<file path="config.mk">
export PLATFORM = sky130hd
export DESIGN_NAME = spm_master
export DESIGN_NICKNAME = d
export VERILOG_FILES = /design/src/hdl/spm_pkg.sv /design/src/hdl/spm_shift_if.sv /design/src/hdl/spm_master.sv /design/src/hdl/spm_clk_div.sv /design/src/hdl/spm_shifter.sv
export VERILOG_INCLUDE_DIRS = /design/src /design/src/hdl
export SDC_FILE = /design/constraint.sdc
export NUM_CORES = 1
export LEC_CHECK = 0
export ABC_AREA = 1
export BUFFER_PORTS_ARGS = -buffer_cell sky130_fd_sc_hd__buf_2
export CAP_MARGIN = 40
export CORE_ASPECT_RATIO = 0.6
export CORE_UTILIZATION = 50
export DETAILED_ROUTE_END_ITERATION = 7
export PLACE_DENSITY = 0.76
export SLEW_MARGIN = 30
export SYNTH_ARGS = -nofsm -noshare
export SYNTH_HDL_FRONTEND = slang
export SYNTH_HIERARCHICAL = 1
export SYNTH_SLANG_ARGS = --single-unit
</file>
<file path="constraint.sdc">
create_clock -name sys_clk_i -period 3.2 [get_ports sys_clk_i]
set_input_delay 0.16 -clock sys_clk_i [delete_from_list [all_inputs] [get_ports sys_clk_i]]
set_output_delay 0.16 -clock sys_clk_i [all_outputs]
set_load 0.01 [all_outputs]
</file>
<file path="src/hdl/spm_cfg.svh">
// Constants for the master-only serial port
`ifndef SPM_CFG_SVH
`define SPM_CFG_SVH

`define SPM_DATA_W 32
`define SPM_LEN_W 5
`define SPM_FRAME_W 12
`define SPM_DIV_W 16
`define SPM_CS_N 4
`define SPM_SEL_W 2
`define SPM_DLY_W 2
`define SPM_LEAD_W 3
`define SPM_CS_RST 4'hf
`define SPM_ONES 32'hffffffff

`endif

</file>
<file path="src/hdl/spm_pkg.sv">
// Types shared by the serial port modules
package spm_pkg;
   // *****************************************************
   // Frame sequencer states
   // *****************************************************
   typedef enum logic [1:0] {ST_IDLE, ST_LEAD, ST_SHIFT, ST_TRAIL} spm_state_t;
endpackage

</file>
<file path="src/hdl/spm_shift_if.sv">
// Signals between the frame sequencer and the shift engine
`timescale 1ns/100ps
`include "spm_cfg.svh"
interface spm_shift_if;
   logic load;
   logic shift;
   logic sample;
   logic loopback;
   logic serial_in;
   logic [`SPM_DATA_W-1:0] load_data;
   logic [`SPM_LEN_W-1:0] char_len;
   logic tx_msb;
   logic [`SPM_DATA_W-1:0] rx_word;
   modport ctl (output load, shift, sample, loopback, serial_in, load_data, char_len,
                input tx_msb, rx_word);
   modport sh (input load, shift, sample, loopback, serial_in, load_data, char_len,
               output tx_msb, rx_word);
endinterface

</file>
<file path="src/hdl/spm_master.sv">
// Master-only serial port top: frame sequencer, selects and clock
`timescale 1ns/100ps
`include "spm_cfg.svh"
module spm_master
   import spm_pkg::*;
(
   input wire logic sys_clk_i,
   input wire logic rst_i,
   input wire logic start_i,
   input wire logic [`SPM_DIV_W-1:0] clk_div_i,
   input wire logic [`SPM_LEN_W-1:0] char_len_i,
   input wire logic [`SPM_FRAME_W-1:0] frame_len_i,
   input wire logic [`SPM_SEL_W-1:0] slave_sel_i,
   input wire logic [`SPM_CS_N-1:0] select_pol_i,
   input wire logic clock_polarity_select_i,
   input wire logic clock_phase_select_i,
   input wire logic [`SPM_DLY_W-1:0] data_delay_i,
   input wire logic loopback_i,
   input wire logic char_irq_en_i,
   input wire logic [`SPM_DATA_W-1:0] tx_data_i,
   input wire logic serial_in_i,
   output logic serial_clk_o,
   output logic serial_out_o,
   output logic [`SPM_CS_N-1:0] slave_select_lines_o,
   output logic [`SPM_DATA_W-1:0] rx_data_o,
   output logic char_done_o,
   output logic char_irq_o,
   output logic frame_done_o,
   output logic busy_o
);
   // *****************************************************
   // Declarations
   // *****************************************************
   spm_state_t state;
   spm_state_t next_state;
   logic cpol;
   logic cpha;
   logic [`SPM_LEN_W-1:0] len;
   logic [`SPM_FRAME_W-1:0] frame_len;
   logic [`SPM_SEL_W-1:0] sel;
   logic [`SPM_CS_N-1:0] pol;
   logic [`SPM_DLY_W-1:0] delay;
   logic irq_en;
   logic loop;
   logic lvl;
   logic [`SPM_LEN_W-1:0] bit_cnt;
   logic [`SPM_FRAME_W-1:0] char_cnt;
   logic [`SPM_LEAD_W-1:0] lead_cnt;
   wire tick;
   wire take;
   wire in_shift;
   wire leading;
   wire trailing;
   wire do_shift;
   wire do_sample;
   wire char_end;
   wire more;
   wire lead_done;
   wire next_lvl;
   wire [`SPM_LEAD_W-1:0] lead_last;

   spm_shift_if sif ();

   // Drive level of all selects: chosen line active only when on is set, others inactive
   function automatic logic [`SPM_CS_N-1:0] cs_drive(input logic [`SPM_SEL_W-1:0] s,
                                                      input logic [`SPM_CS_N-1:0] p,
                                                      input logic on);
      logic [`SPM_CS_N-1:0] hit;
      hit = on ? (4'h1 << s) : 4'h0;
      cs_drive = ~(hit ^ p);
   endfunction

   // *****************************************************
   // Sub-blocks
   // *****************************************************
   spm_clk_div u_div (
      .sys_clk_i(sys_clk_i),
      .rst_i(rst_i),
      .run_i(state != ST_IDLE),
      .div_i(clk_div_i),
      .tick_o(tick)
   );

   spm_shifter u_sh (
      .sys_clk_i(sys_clk_i),
      .rst_i(rst_i),
      .sif(sif)
   );

   // *****************************************************
   // Edge and event decode
   // *****************************************************
   // Start is accepted only from idle; the port always leads the clock
   assign take = (state == ST_IDLE) && start_i;
   assign in_shift = tick && (state == ST_SHIFT);
   assign leading = in_shift && !lvl;
   assign trailing = in_shift && lvl;
   // Phase 0 samples on leading, phase 1 on trailing
   assign do_sample = cpha ? trailing : leading;
   assign do_shift = cpha ? (leading && (bit_cnt != 5'h00)) : trailing;
   assign char_end = trailing && (bit_cnt == len);
   assign more = (char_cnt != frame_len);
   assign lead_last = {delay, 1'b0};
   assign lead_done = tick && (state == ST_LEAD) && (lead_cnt == lead_last);
   assign next_lvl = in_shift ? !lvl : lvl;

   // Shift engine hookup
   assign sif.load = take || (char_end && more);
   assign sif.shift = do_shift;
   assign sif.sample = do_sample;
   assign sif.loopback = loop;
   assign sif.serial_in = serial_in_i;
   assign sif.load_data = tx_data_i;
   assign sif.char_len = take ? char_len_i : len;
   assign serial_out_o = sif.tx_msb;

   // *****************************************************
   // Frame sequencer
   // *****************************************************
   always_comb
   begin
      next_state = state;
      case (state)
         ST_IDLE:
            if (start_i)
               next_state = ST_LEAD;
         ST_LEAD:
            if (lead_done)
               next_state = ST_SHIFT;
         ST_SHIFT:
            if (char_end && !more)
               next_state = ST_TRAIL;
         ST_TRAIL:
            if (tick)
               next_state = ST_IDLE;
         default:
            next_state = ST_IDLE;
      endcase
   end

   always_ff @(posedge sys_clk_i)
   begin
      if (rst_i)
         state <= ST_IDLE;
      else
         state <= next_state;
   end

   // Frame settings other than the clock divider held steady for the whole frame
   always_ff @(posedge sys_clk_i)
   begin
      if (rst_i)
      begin
         {cpol, cpha, irq_en, loop} <= 4'h0;
         len <= '0;
         frame_len <= '0;
         sel <= '0;
         pol <= '0;
         delay <= '0;
      end
      else if (take)
      begin
         {cpol, cpha, irq_en, loop} <= {clock_polarity_select_i, clock_phase_select_i,
                                        char_irq_en_i, loopback_i};
         len <= char_len_i;
         frame_len <= frame_len_i;
         sel <= slave_sel_i;
         pol <= select_pol_i;
         delay <= data_delay_i;
      end
   end

   // Lead-in, bit and character counters
   always_ff @(posedge sys_clk_i)
   begin
      if (rst_i || take)
      begin
         lead_cnt <= '0;
         bit_cnt <= '0;
         char_cnt <= '0;
         lvl <= 1'b0;
      end
      else
      begin
         if (tick && (state == ST_LEAD))
            lead_cnt <= lead_cnt + 1'b1;
         if (char_end)
            bit_cnt <= '0;
         else if (trailing)
            bit_cnt <= bit_cnt + 1'b1;
         if (char_end && more)
            char_cnt <= char_cnt + 1'b1;
         lvl <= next_lvl;
      end
   end

   // Pins: clock and selects, idle levels follow the live settings
   always_ff @(posedge sys_clk_i)
   begin
      if (rst_i)
      begin
         serial_clk_o <= 1'b0;
         slave_select_lines_o <= `SPM_CS_RST;
         busy_o <= 1'b0;
      end
      else
      begin
         if (next_state == ST_IDLE)
            serial_clk_o <= clock_polarity_select_i;
         else if (take)
            serial_clk_o <= clock_polarity_select_i;
         else
            serial_clk_o <= cpol ^ next_lvl;
         if (take)
            slave_select_lines_o <= cs_drive(slave_sel_i, select_pol_i, 1'b1);
         else if (next_state == ST_IDLE)
            slave_select_lines_o <= cs_drive(sel, select_pol_i, 1'b0);
         else
            slave_select_lines_o <= cs_drive(sel, pol, 1'b1);
         busy_o <= (next_state != ST_IDLE);
      end
   end

   // Character results; data leave only through these ports, never by DMA
   always_ff @(posedge sys_clk_i)
   begin
      if (rst_i)
      begin
         rx_data_o <= '0;
         char_done_o <= 1'b0;
         char_irq_o <= 1'b0;
         frame_done_o <= 1'b0;
      end
      else
      begin
         if (char_end)
            rx_data_o <= sif.rx_word & (`SPM_ONES >> (5'h1f - len));
         char_done_o <= char_end;
         char_irq_o <= char_end && irq_en;
         frame_done_o <= (state == ST_TRAIL) && tick;
      end
   end

   logic [`SPM_DIV_W:0] gap;
   logic [2:0] lead_ticks;
   logic [5:0] lead_edges;
   logic [5:0] samp_cnt;
   logic [`SPM_FRAME_W:0] chars_seen;
   wire [`SPM_CS_N-1:0] cs_act = ~(slave_select_lines_o ^ pol);

   // Helper counters seen only by the checks
   always_ff @(posedge sys_clk_i)
   begin
      if (rst_i || state == ST_IDLE)
      begin
         gap <= '0;
         lead_ticks <= '0;
         chars_seen <= '0;
      end
      else
      begin
         gap <= tick ? 17'h00001 : gap + 1'b1;
         if (tick && state == ST_LEAD)
            lead_ticks <= lead_ticks + 1'b1;
         if (char_end)
            chars_seen <= chars_seen + 1'b1;
      end
      if (rst_i || sif.load)
      begin
         lead_edges <= '0;
         samp_cnt <= '0;
      end
      else
      begin
         if (leading)
            lead_edges <= lead_edges + 1'b1;
         if (do_sample)
            samp_cnt <= samp_cnt + 1'b1;
      end
   end
endmodule // spm_master

</file>
<file path="src/hdl/spm_clk_div.sv">
// Bit-rate divider making a half-period enable pulse
`timescale 1ns/100ps
`include "spm_cfg.svh"
module spm_clk_div
   import spm_pkg::*;
(
   input wire logic sys_clk_i,
   input wire logic rst_i,
   input wire logic run_i,
   input wire logic [`SPM_DIV_W-1:0] div_i,
   output logic tick_o
);
   logic [`SPM_DIV_W-1:0] cnt;
   wire wrap = (cnt == div_i);

   // Count restarts whenever the sequencer is idle so each frame starts clean
   always_ff @(posedge sys_clk_i)
   begin
      if (rst_i || !run_i)
      begin
         cnt <= '0;
         tick_o <= 1'b0;
      end
      else
      begin
         cnt <= wrap ? '0 : cnt + 1'b1;
         tick_o <= wrap;
      end
   end
endmodule // spm_clk_div

</file>
<file path="src/hdl/spm_shifter.sv">
// Transmit and receive shift registers
`timescale 1ns/100ps
`include "spm_cfg.svh"
module spm_shifter
   import spm_pkg::*;
(
   input wire logic sys_clk_i,
   input wire logic rst_i,
   spm_shift_if.sh sif
);
   logic [`SPM_DATA_W-1:0] tx_sr;
   logic [`SPM_DATA_W-1:0] rx_sr;
   wire rx_bit;
   wire [`SPM_LEN_W-1:0] align;

   // Loopback takes the outgoing bit instead of the pin
   assign rx_bit = sif.loopback ? tx_sr[`SPM_DATA_W-1] : sif.serial_in;
   assign align = 5'h1f - sif.char_len;
   assign sif.tx_msb = tx_sr[`SPM_DATA_W-1];
   // Received word including a sample taken in this very cycle
   assign sif.rx_word = sif.sample ? {rx_sr[`SPM_DATA_W-2:0], rx_bit} : rx_sr;

   // Load aligns the character MSB to the top; load wins over shift
   always_ff @(posedge sys_clk_i)
   begin
      if (rst_i)
         tx_sr <= '0;
      else if (sif.load)
         tx_sr <= sif.load_data << align;
      else if (sif.shift)
         tx_sr <= {tx_sr[`SPM_DATA_W-2:0], 1'b0};
   end

   // Receive side shifts in alongside transmit
   always_ff @(posedge sys_clk_i)
   begin
      if (rst_i)
         rx_sr <= '0;
      else if (sif.sample)
         rx_sr <= {rx_sr[`SPM_DATA_W-2:0], rx_bit};
   end
endmodule // spm_shifter

</file>
# --- After elaboration in Yosys (flattened, before gate mapping) ---
# Cells that the tools add are included.
word_totals:
  out_inout_bits: 42
  elab_cells: 92
  reg_bits: 174
op_classes:
  n_reduce_logical: 26
  n_shift: 4
  n_bitwise: 7
  n_mux: 17
  addsub: 6
  n_eq_ne: 7
ops:
  columns: ["operator", "count"]
  rows:
  - ["2-to-1 mux 32 bit", 3]
  - ["AND 32 bit", 1]
  - ["left shift 32 x 5 -> 32 bit", 1]
  - [">> shifter 32 x 5 -> 32 bit, first input constant", 1]
  - ["adder 16 x 1 -> 16 bit, second input constant", 1]
  - ["== test 16 bit", 1]
  - ["adder 12 x 1 -> 12 bit, second input constant", 1]
  - ["logical AND 1 bit", 12]
  - ["!= test 12 bit", 1]
  - ["NOT 4 bit", 3]
  - ["subtractor 5 bit, first input constant", 2]
  - ["2-to-1 mux 2 bit", 4]
  - ["2-to-1 mux 4 bit", 2]
  - ["case mux 2 bit (4 select lines)", 1]
  - ["left shift 1 x 2 -> 4 bit, first input constant", 2]
  - ["bitwise XOR 4 bit", 2]
  - ["2-to-1 mux 1 bit", 6]
  - ["nonzero test 2 bit", 3]
  - ["adder 5 x 1 -> 5 bit, second input constant", 1]
  - ["== test 5 bit", 1]
  - ["2-to-1 mux 5 bit", 1]
  - ["nonzero test 5 bit", 1]
  - ["== test 2 bit, second input constant", 2]
  - ["logical NOT 2 bit", 2]
  - ["other kinds (7)", 12]

# --- Longest topological paths before layout ---
# Gate-level depths: netlist of run 1.
depth:
  depth_word: 10
  ltp_mapped: 20
  depth_no_buf: 17

# --- By module ---
# Netlist of run 1, hierarchy kept.
by_module_without_submodules:
  columns: ["module", "seq_area_each_um2", "area_each_um2", "instances", "cells_per_inst"]
  rows:
  - ["spm_master", 1861.8, 4254.1, 1, 588]
  - ["spm_shifter", 1281.2, 4252.8, 1, 709]
  - ["spm_clk_div", 340.3, 1121.1, 1, 184]

# --- Least setup slack after synthesis of run 1 ---
# No wires, ideal clock.
synth_timing:
  kind: "register -> register"
  start: "register state[1]"
  end: "register u_sh.tx_sr[6]"
  path_stages_with_launch: 21
  required_time_ps: 3142
  setup_slack_ps: 546
  n_path_buf: 3
  arrival_ps: 2596
  period_less_slack_ps: 2654
  path_cell_list: "dfxtp_1 -> inv_1 -> nor3_1 -> ha_1 -> inv_2 -> a21oi_2 -> nand2_1 -> nor2_4 -> nand2_4 -> inv_2 -> nand2_2 -> buf_4 -> nand2_1 -> buf_2 -> nand2_1 -> inv_2 -> buf_2 -> nand3_1 -> nand3_1 -> o211ai_1 -> inv_1"
synth_between:
  elab_chain_cells: 7
  elab_cells_between_ends: 16
synth_rtl:
  columns: ["element", "line", "rtl"]
  rows:
  - ["start: declaration", "spm_master.sv:34", "spm_state_t state;"]
  - ["start signal: assignment", "spm_master.sv:146", "state <= next_state;"]
  - ["== test 2 bit (*)", "spm_master.sv:95", "assign in_shift = tick && (state == ST_SHIFT);"]
  - ["logical AND 1 bit (*)", "spm_master.sv:95", null]
  - ["logical AND 1 bit (*)", "spm_master.sv:97", "assign trailing = in_shift && lvl;"]
  - ["net trailing", "spm_master.sv:53", "wire trailing;"]
  - ["logical AND 1 bit (*)", "spm_master.sv:101", "assign char_end = trailing && (bit_cnt == len);"]
  - ["logical AND 1 bit (*)", "spm_master.sv:108", "assign sif.load = take || (char_end && more);"]
  - ["logical OR 1 bit (*)", "spm_master.sv:108", null]
  - ["net sif.load", "spm_shift_if.sv:5", "logic load;"]
  - ["2-to-1 mux 32 bit or nonzero test 2 bit (tied branches)", null, null]
  - ["end signal: assignment", "spm_shifter.sv:29", "tx_sr <= sif.load_data << align;"]
  - ["end signal: assignment", "spm_shifter.sv:31", "tx_sr <= {tx_sr[`SPM_DATA_W-2:0], 1'b0};"]
  - ["end: declaration", "spm_shifter.sv:11", "logic [`SPM_DATA_W-1:0] tx_sr;"]
# The timed path passes the listed nets; every way through them passes the cells marked *.
# A chain may end at the register's enable or synchronous reset.

# --- Worst setup path in the final report of run 1 ---
layout_timing:
  start: "register state[1]"
  end: "register u_sh.tx_sr[21]"
# Same word-level chain as after synthesis.

==> metrics.txt, run 1 <==
status=finished, final reports clean; vias in the first global route=8528; Max VDD drop=around 0.38 mV; fraction of layout cells with a size suffix above 1=14.7%; via count=9874; clk_skew=11.2 ps; post-synthesis sequential area ratio=a little over a third; Synth top area share=36.2%; r2r setup slk=240 ps; Post-CTS Repair Setup Buffers=0; number of antenna diodes=0; fmax=between 300 and 400 MHz; Routed Antenna Nets=0; I/O Buffers=122; GRT Total Usage=26.9%; largest net degree at the start of global routing=50; Place WS=~200 ps; Worst-path clk slew=70 ps; Max FO, Critical Path=28; reg-to-reg startpoint=state[1]$_SDFF_PP0_; Worst EP arrival=approximately 3300 ps; NetSw=between 1.5 and 2 mW; Die H=109 um; final total power=5.34 mW; Setup violations, final=0; Die W=181 um; dpl hpwl=approximately 20000 um; Routed WL=26700 um; CP Class=flop to flop; Synth Cell Area=between 9000 and 10000 um2; initial antenna violation count=0; RSZ-0062 raised after global routing=no; vias per cell=5.44; Non-Filler Instances=around 1800; drt pass-1 iters=7; worst skew pair latency=420 ps; min cycle time layout=~3000 ps; Core Footprint=18400 um2; Synth Register Bits=around 170; fraction of registers with async set/reset=0%; Post-synth EDFFs=0; largest cells by area after synthesis=dfxtp_1 36%, nand2_1 16%, nand3_1 12%; synth warn=6; syn_area_per_cell=6.50 um2; Reg power frac=43.1%; routability cong.=slightly above 0.9; HP Start=frame_len_i[0]; Hold EP=frame_len[0]$_SDFFE_PP0P_; Rel. slew slack=49.3%; maximum capacitance violations=0; clock root buffer master=clkbuf_16; fin nets=approximately 1700; cell taking the most area after synthesis=dfxtp_1; CP Data Required Time=3550 ps; footprint of the multi-input gates=between 5000 and 6000 um2; CTS Buffer Depth=2; Slew @ Worst Pin=759 ps; wire per inst=14.7 um; CTS tree=done; clock power share=between 30% and 40%; Core Rows=38; worst hold-check path type=input pin to flop; top post-synthesis cells by count=419 x nand2_1, 226 x nand3_1, 174 x dfxtp_1; library cell with the highest instance count after synthesis=nand2_1; final core area utilization=58.8%; Hold Crit Depth=3; Register-to-Register Path Depth=19; setup TNS=0 ps; first-pass GRT wire length=roughly 43000 um; CP endpoint kind=flop; Final WS setup=242 ps; main flop type after synthesis=dfxtp_1; total I/O pin count=about 120; switch share=between 30% and 40%; residual DRC count=0; area grow syn2layout=12.7%; final hold vios=0; Yosys cell types=38; Register Area=3480 um2; Startpoint Class=flop; clk sinks=174; Filler cells=1791; Post-Place Cells=1783; static leakage=4.93 nW; grt ovf=0; Pint=3.66 mW; die area=19800 um2; TritonCTS buffer count=17; pins over their slew limit=0; initial drt markers=1163; H-tree Lvls=4; Pwr Density=492 nW/um2; crit share post-route=92.4%; Comb power frac=approximately a fifth; Post-Syn Instances=approximately 1500; reg2reg end=u_sh/tx_sr[21]$_SDFFE_PP0P_; initial core utilization=52.2%; Post-Syn Nets=1569
[registers in the layout, indices dropped and copies added, names as in the netlist, 2 cells and up]
name                  count
bit_cnt                   5
char_cnt                 12
delay                     2
frame_len                12
lead_cnt                  3
len                       5
pol                       4
rx_data_o                32
sel                       2
slave_select_lines_o      4
state                     2
u_div/cnt                16
u_sh/rx_sr               32
u_sh/tx_sr               32
[placed cells by master, fill, tap and decap left out, types with 3 or more instances in the layout]
cell / synthesis / layout
o21ai_0: 101 / 101
nand4_1: 16 / 16
a21oi_1: 102 / 101
inv_1: 114 / 114
nor2_1: 110 / 110
o2111ai_1: 3 / 3
clkinv_2: 0 / 4
nor3b_1: 3 / 3
buf_4: 7 / 17
clkinv_4: 0 / 4
xor2_1: 22 / 22
inv_2: 12 / 12
a21oi_2: 4 / 5
nor3_1: 14 / 14
o211ai_2: 3 / 3
nand3_2: 3 / 3
nor2_2: 15 / 15
nand2_2: 10 / 10
xnor2_1: 11 / 11
dfxtp_1: 174 / 174
nand3_1: 226 / 226
buf_2: 25 / 123
o21ai_1: 6 / 6
clkbuf_16: 0 / 17
o211a_1: 3 / 3
ha_1: 7 / 6
nand2_1: 419 / 419
or2_2: 4 / 4
o211ai_1: 10 / 10
[layer usage]
metal  GRT usage, %  share of wire (%)
met1           41.9                 52
met4           4.84               0.56
met3           4.74                7.0
met5              0                  0
met2           38.2                 40
[area by class of cell]
type | count | share of cell area (%)
sequential | 174 | 32.1
inverter | 127 | 4.42
clock buffer | 17 | 3.92
timing repair buffer | 143 | 7.23
clock inverter | 14 | 1.31
multi-input combinational | 1101 | 48.3
tap | 240 | 2.77
[power groups by stage]
stage | combinational [mW] | clock, mW | sequential [mW]
CTS | 1.02 | 2.03 | 2.30
global placement | 1.00 | 0 | 2.35
global route | 1.16 | 2.12 | 2.31
floorplan | 0.774 | 0 | 2.33
detailed placement | 1.01 | 0 | 2.35
finish | 1.04 | 2.00 | 2.30
[worst max-delay path, stage by stage, from the launching register on]
cell and delay [ps]:
dfxtp_1 350, inv_1 100, nor3_1 280, ha_2 320
inv_2 70, a21oi_2 90, nand2_1 90, nor2_4 120
nand2_4 50, inv_2 60, nand2_2 50, nand2_1 100
buf_4 190, inv_2 200, nor2_1 140, buf_4 190
nand4_1 130, a21oi_1 210, nor2_1 70, nor2_1 70
[kinds of logic after synthesis]
| group | synth area share, % |
|---|---|
| DFF | 36.2 |
| buffers and inverters | 9.49 |
| AOI/OAI and AO/OA | 13.1 |
| xor gates and xnor gates | 3.00 |
| and+or+nand+nor | 37.3 |
| adders and majority gates | 0.910 |
[worst max-delay path by stage]
| stage | from | endpoint | slack, ps | cells past startpoint |
|---|---|---|---|---|
| global placement | state[1]$_SDFF_PP0_ | u_sh/tx_sr[21]$_SDFFE_PP0P_ | 280 | 19 |
| finish | state[1]$_SDFF_PP0_ | u_sh/tx_sr[21]$_SDFFE_PP0P_ | 240 | 19 |
| detailed placement | state[1]$_SDFF_PP0_ | u_sh/tx_sr[4]$_SDFFE_PP0P_ | 200 | 16 |
| CTS | state[1]$_SDFF_PP0_ | u_sh/tx_sr[4]$_SDFFE_PP0P_ | 180 | 16 |
| global route | state[1]$_SDFF_PP0_ | u_sh/tx_sr[21]$_SDFFE_PP0P_ | 10 | 19 |
| floorplan | state[1]$_SDFF_PP0_ | u_sh/tx_sr[6]$_SDFFE_PP0P_ | 550 | 20 |
[through the flow]
| step | hold slack (ps) | cell area (um2) |
|---|---|---|
| 6_report | 9.83 | 10900 |
| 3_5_place_dp | 425 | 10300 |
| 3_3_place_gp | 420 | 10300 |
| 5_1_grt | 32.4 | 10900 |
| 4_1_cts | 2.94 | 10800 |
| 2_1_floorplan | 309 | 9630 |
[repair_timing]
action,in CTS,in global routing
gates resized for setup,0,1
endpoints found under the hold margin,1,0
setup endpoints to repair,0,1
hold buffers,1,0
Note: power is estimated with default switching activity, not from simulation.
==> run 2, diff against run 1 <==
Settings changed: CAP_MARGIN 40 to not set, RECOVER_POWER set to 100.
==> metrics.txt, run 2 (same netlist as run 1, synthesis figures left out) <==
initial drt markers=1156; fin nets=1651; min cycle time layout=2960 ps; H-tree Lvls=4; vias in the first global route=8700; clock root buffer master=clkbuf_16; Routed Antenna Nets=0; worst hold-check path type=input pin to flop; routability cong.=approximately 0.9; TritonCTS buffer count=17; Worst EP arrival=3320 ps; GRT Total Usage=27.1%; Max VDD drop=about 0.4 mV; area grow syn2layout=12.4%; RSZ-0062 raised after global routing=no; worst skew pair latency=430 ps; Hold Crit Depth=3; crit-path cells=inv_1 > nor3_2 > ha_2 > inv_1 > a21oi_2 > nand2_1 > nor2_4 > nand2_1 > inv_2 > nand2_2 > nand2_1 > buf_4 > inv_2 > nor2_1 > buf_4 > nand4_1 > a21oi_1 > nor2_1 > nor2_1; busiest grt layer=met1; Die H=109 um; CTS tree=done; Routed WL=26700 um; met3 usage=4.47%; clk sinks=174; CP Data Required Time=between 3000 and 4000 ps; initial antenna violation count=0; met1 Use GR=42.3%; CP max-delay cell=dfxtp_1; vias per cell=5.48; commonest non-fill, non-tap cell in the layout=nand2_1; CTS Buffer Depth=2; Fin Hold WS=just over 9 ps; first-pass GRT wire length=approximately 43000 um; total I/O pin count=about 120; grt ovf=0; GR Util met2=38.5%; Pwr Density=511 nW/um2; clk_skew=approximately 14 ps; via count=approximately 10000; die area=just under 20000 um2; Core Rows=38; Register-to-Register Path Depth=19; dpl hpwl=19800 um; delay-heaviest family, CP=simple AND/OR/NAND/NOR gates; I/O Buffers=122; most frequent cells in the layout=422 x nand2_1, 226 x nand3_1, 174 x dfxtp_1, 116 x inv_1, 110 x nor2_1; CP endpoint kind=flop; Top Registers=rx_data_o x32, u_sh/rx_sr x32, u_sh/tx_sr x32; fmax=338 MHz; Slew @ Worst Pin=977 ps; Die W=181 um; Worst-path clk slew=70 ps; setup TNS=0 ps; final hold vios=0; static leakage=4.76 nW; crit share post-route=92.4%; initial core utilization=52.2%; maximum capacitance violations=0; Core Footprint=18400 um2; drt pass-1 iters=6; Setup violations, final=0; Rel. slew slack=34.8%; largest net degree at the start of global routing=50; pins over their slew limit=0; status=finished, final reports clean; CP Class=flop to flop; Max FO, Critical Path=28; CP Depth=19; residual DRC count=0; number of antenna diodes=0; Critical path buffers and inverters=6; Startpoint Class=flop; fraction of layout cells with a size suffix above 1=a little under an eighth; slowest cell delay on critical path=350 ps; wire per inst=14.7 um
-- run 2: per-stage QoR --
stage / worst slack [ps] / power, mW / instance area (um2) / std cells / util [%]
2_1_floorplan: 546 / 3.10 / 9630 / 1481 / -
3_3_place_gp: 278 / 3.35 / 10300 / 1782 / 55.6
3_5_place_dp: 220 / 3.36 / 10300 / 1782 / 55.6
4_1_cts: 207 / 5.54 / 10900 / 1816 / 59.1
5_1_grt: 35.8 / 5.79 / 10800 / 1816 / 58.6
6_report: 243 / 5.52 / 10800 / 1816 / 58.6
-- run 2: tightest hold or removal path, delay by kind of cell --
kind / cells / cell delay [ps]
buf+inv: 1 / 70
compound gates: 2 / 170
-- run 2: worst paths after layout --
check,from,to,slack [ps]
setup / recovery,state[1]$_SDFF_PP0_,u_sh/tx_sr[21]$_SDFFE_PP0P_,240
hold / removal,frame_len_i[2],frame_len[2]$_SDFFE_PP0P_,9
setup reg to reg,state[1]$_SDFF_PP0_,u_sh/tx_sr[21]$_SDFFE_PP0P_,240
hold reg to reg,irq_en$_SDFFE_PP0P_,char_irq_o$_SDFF_PP0_,450
-- run 2: layout make-up --
cell class                 count  area (um2)
fill                        1839        7630
timing repair buffer         142         711
clock inverter                14         200
multi-input combinational   1101        5220
inverter                     127         479
tap                          240         300
sequential                   174        3480
clock buffer                  18         429
-- run 2: report_power, final --
part | internal (mW) | switching [mW] | total (mW) | leakage [nW]
Combinational | 0.321 | 0.711 | 1.03 | 3.05
Sequential | 2.24 | 0.0558 | 2.30 | 1.42
Clock | 1.26 | 0.933 | 2.19 | 0.296
Total | 3.82 | 1.70 | 5.52 | 4.76
-- run 2: per-layer routing --
metal  part of all wire, %  up-vias  wire length, um
met3                   7.4       19             1990
li1                      -     5003                -
met1                    51     4558            13700
met4                  0.72        0              191
met2                    40      377            10800
met5                     0        -                0
-- run 2: what timing repair did --
action,CTS,global route
gates resized for setup,0,3
buffers inserted,0,0
hold buffers,2,0
hold endpoints to repair,2,0
endpoints found under the setup margin,0,19
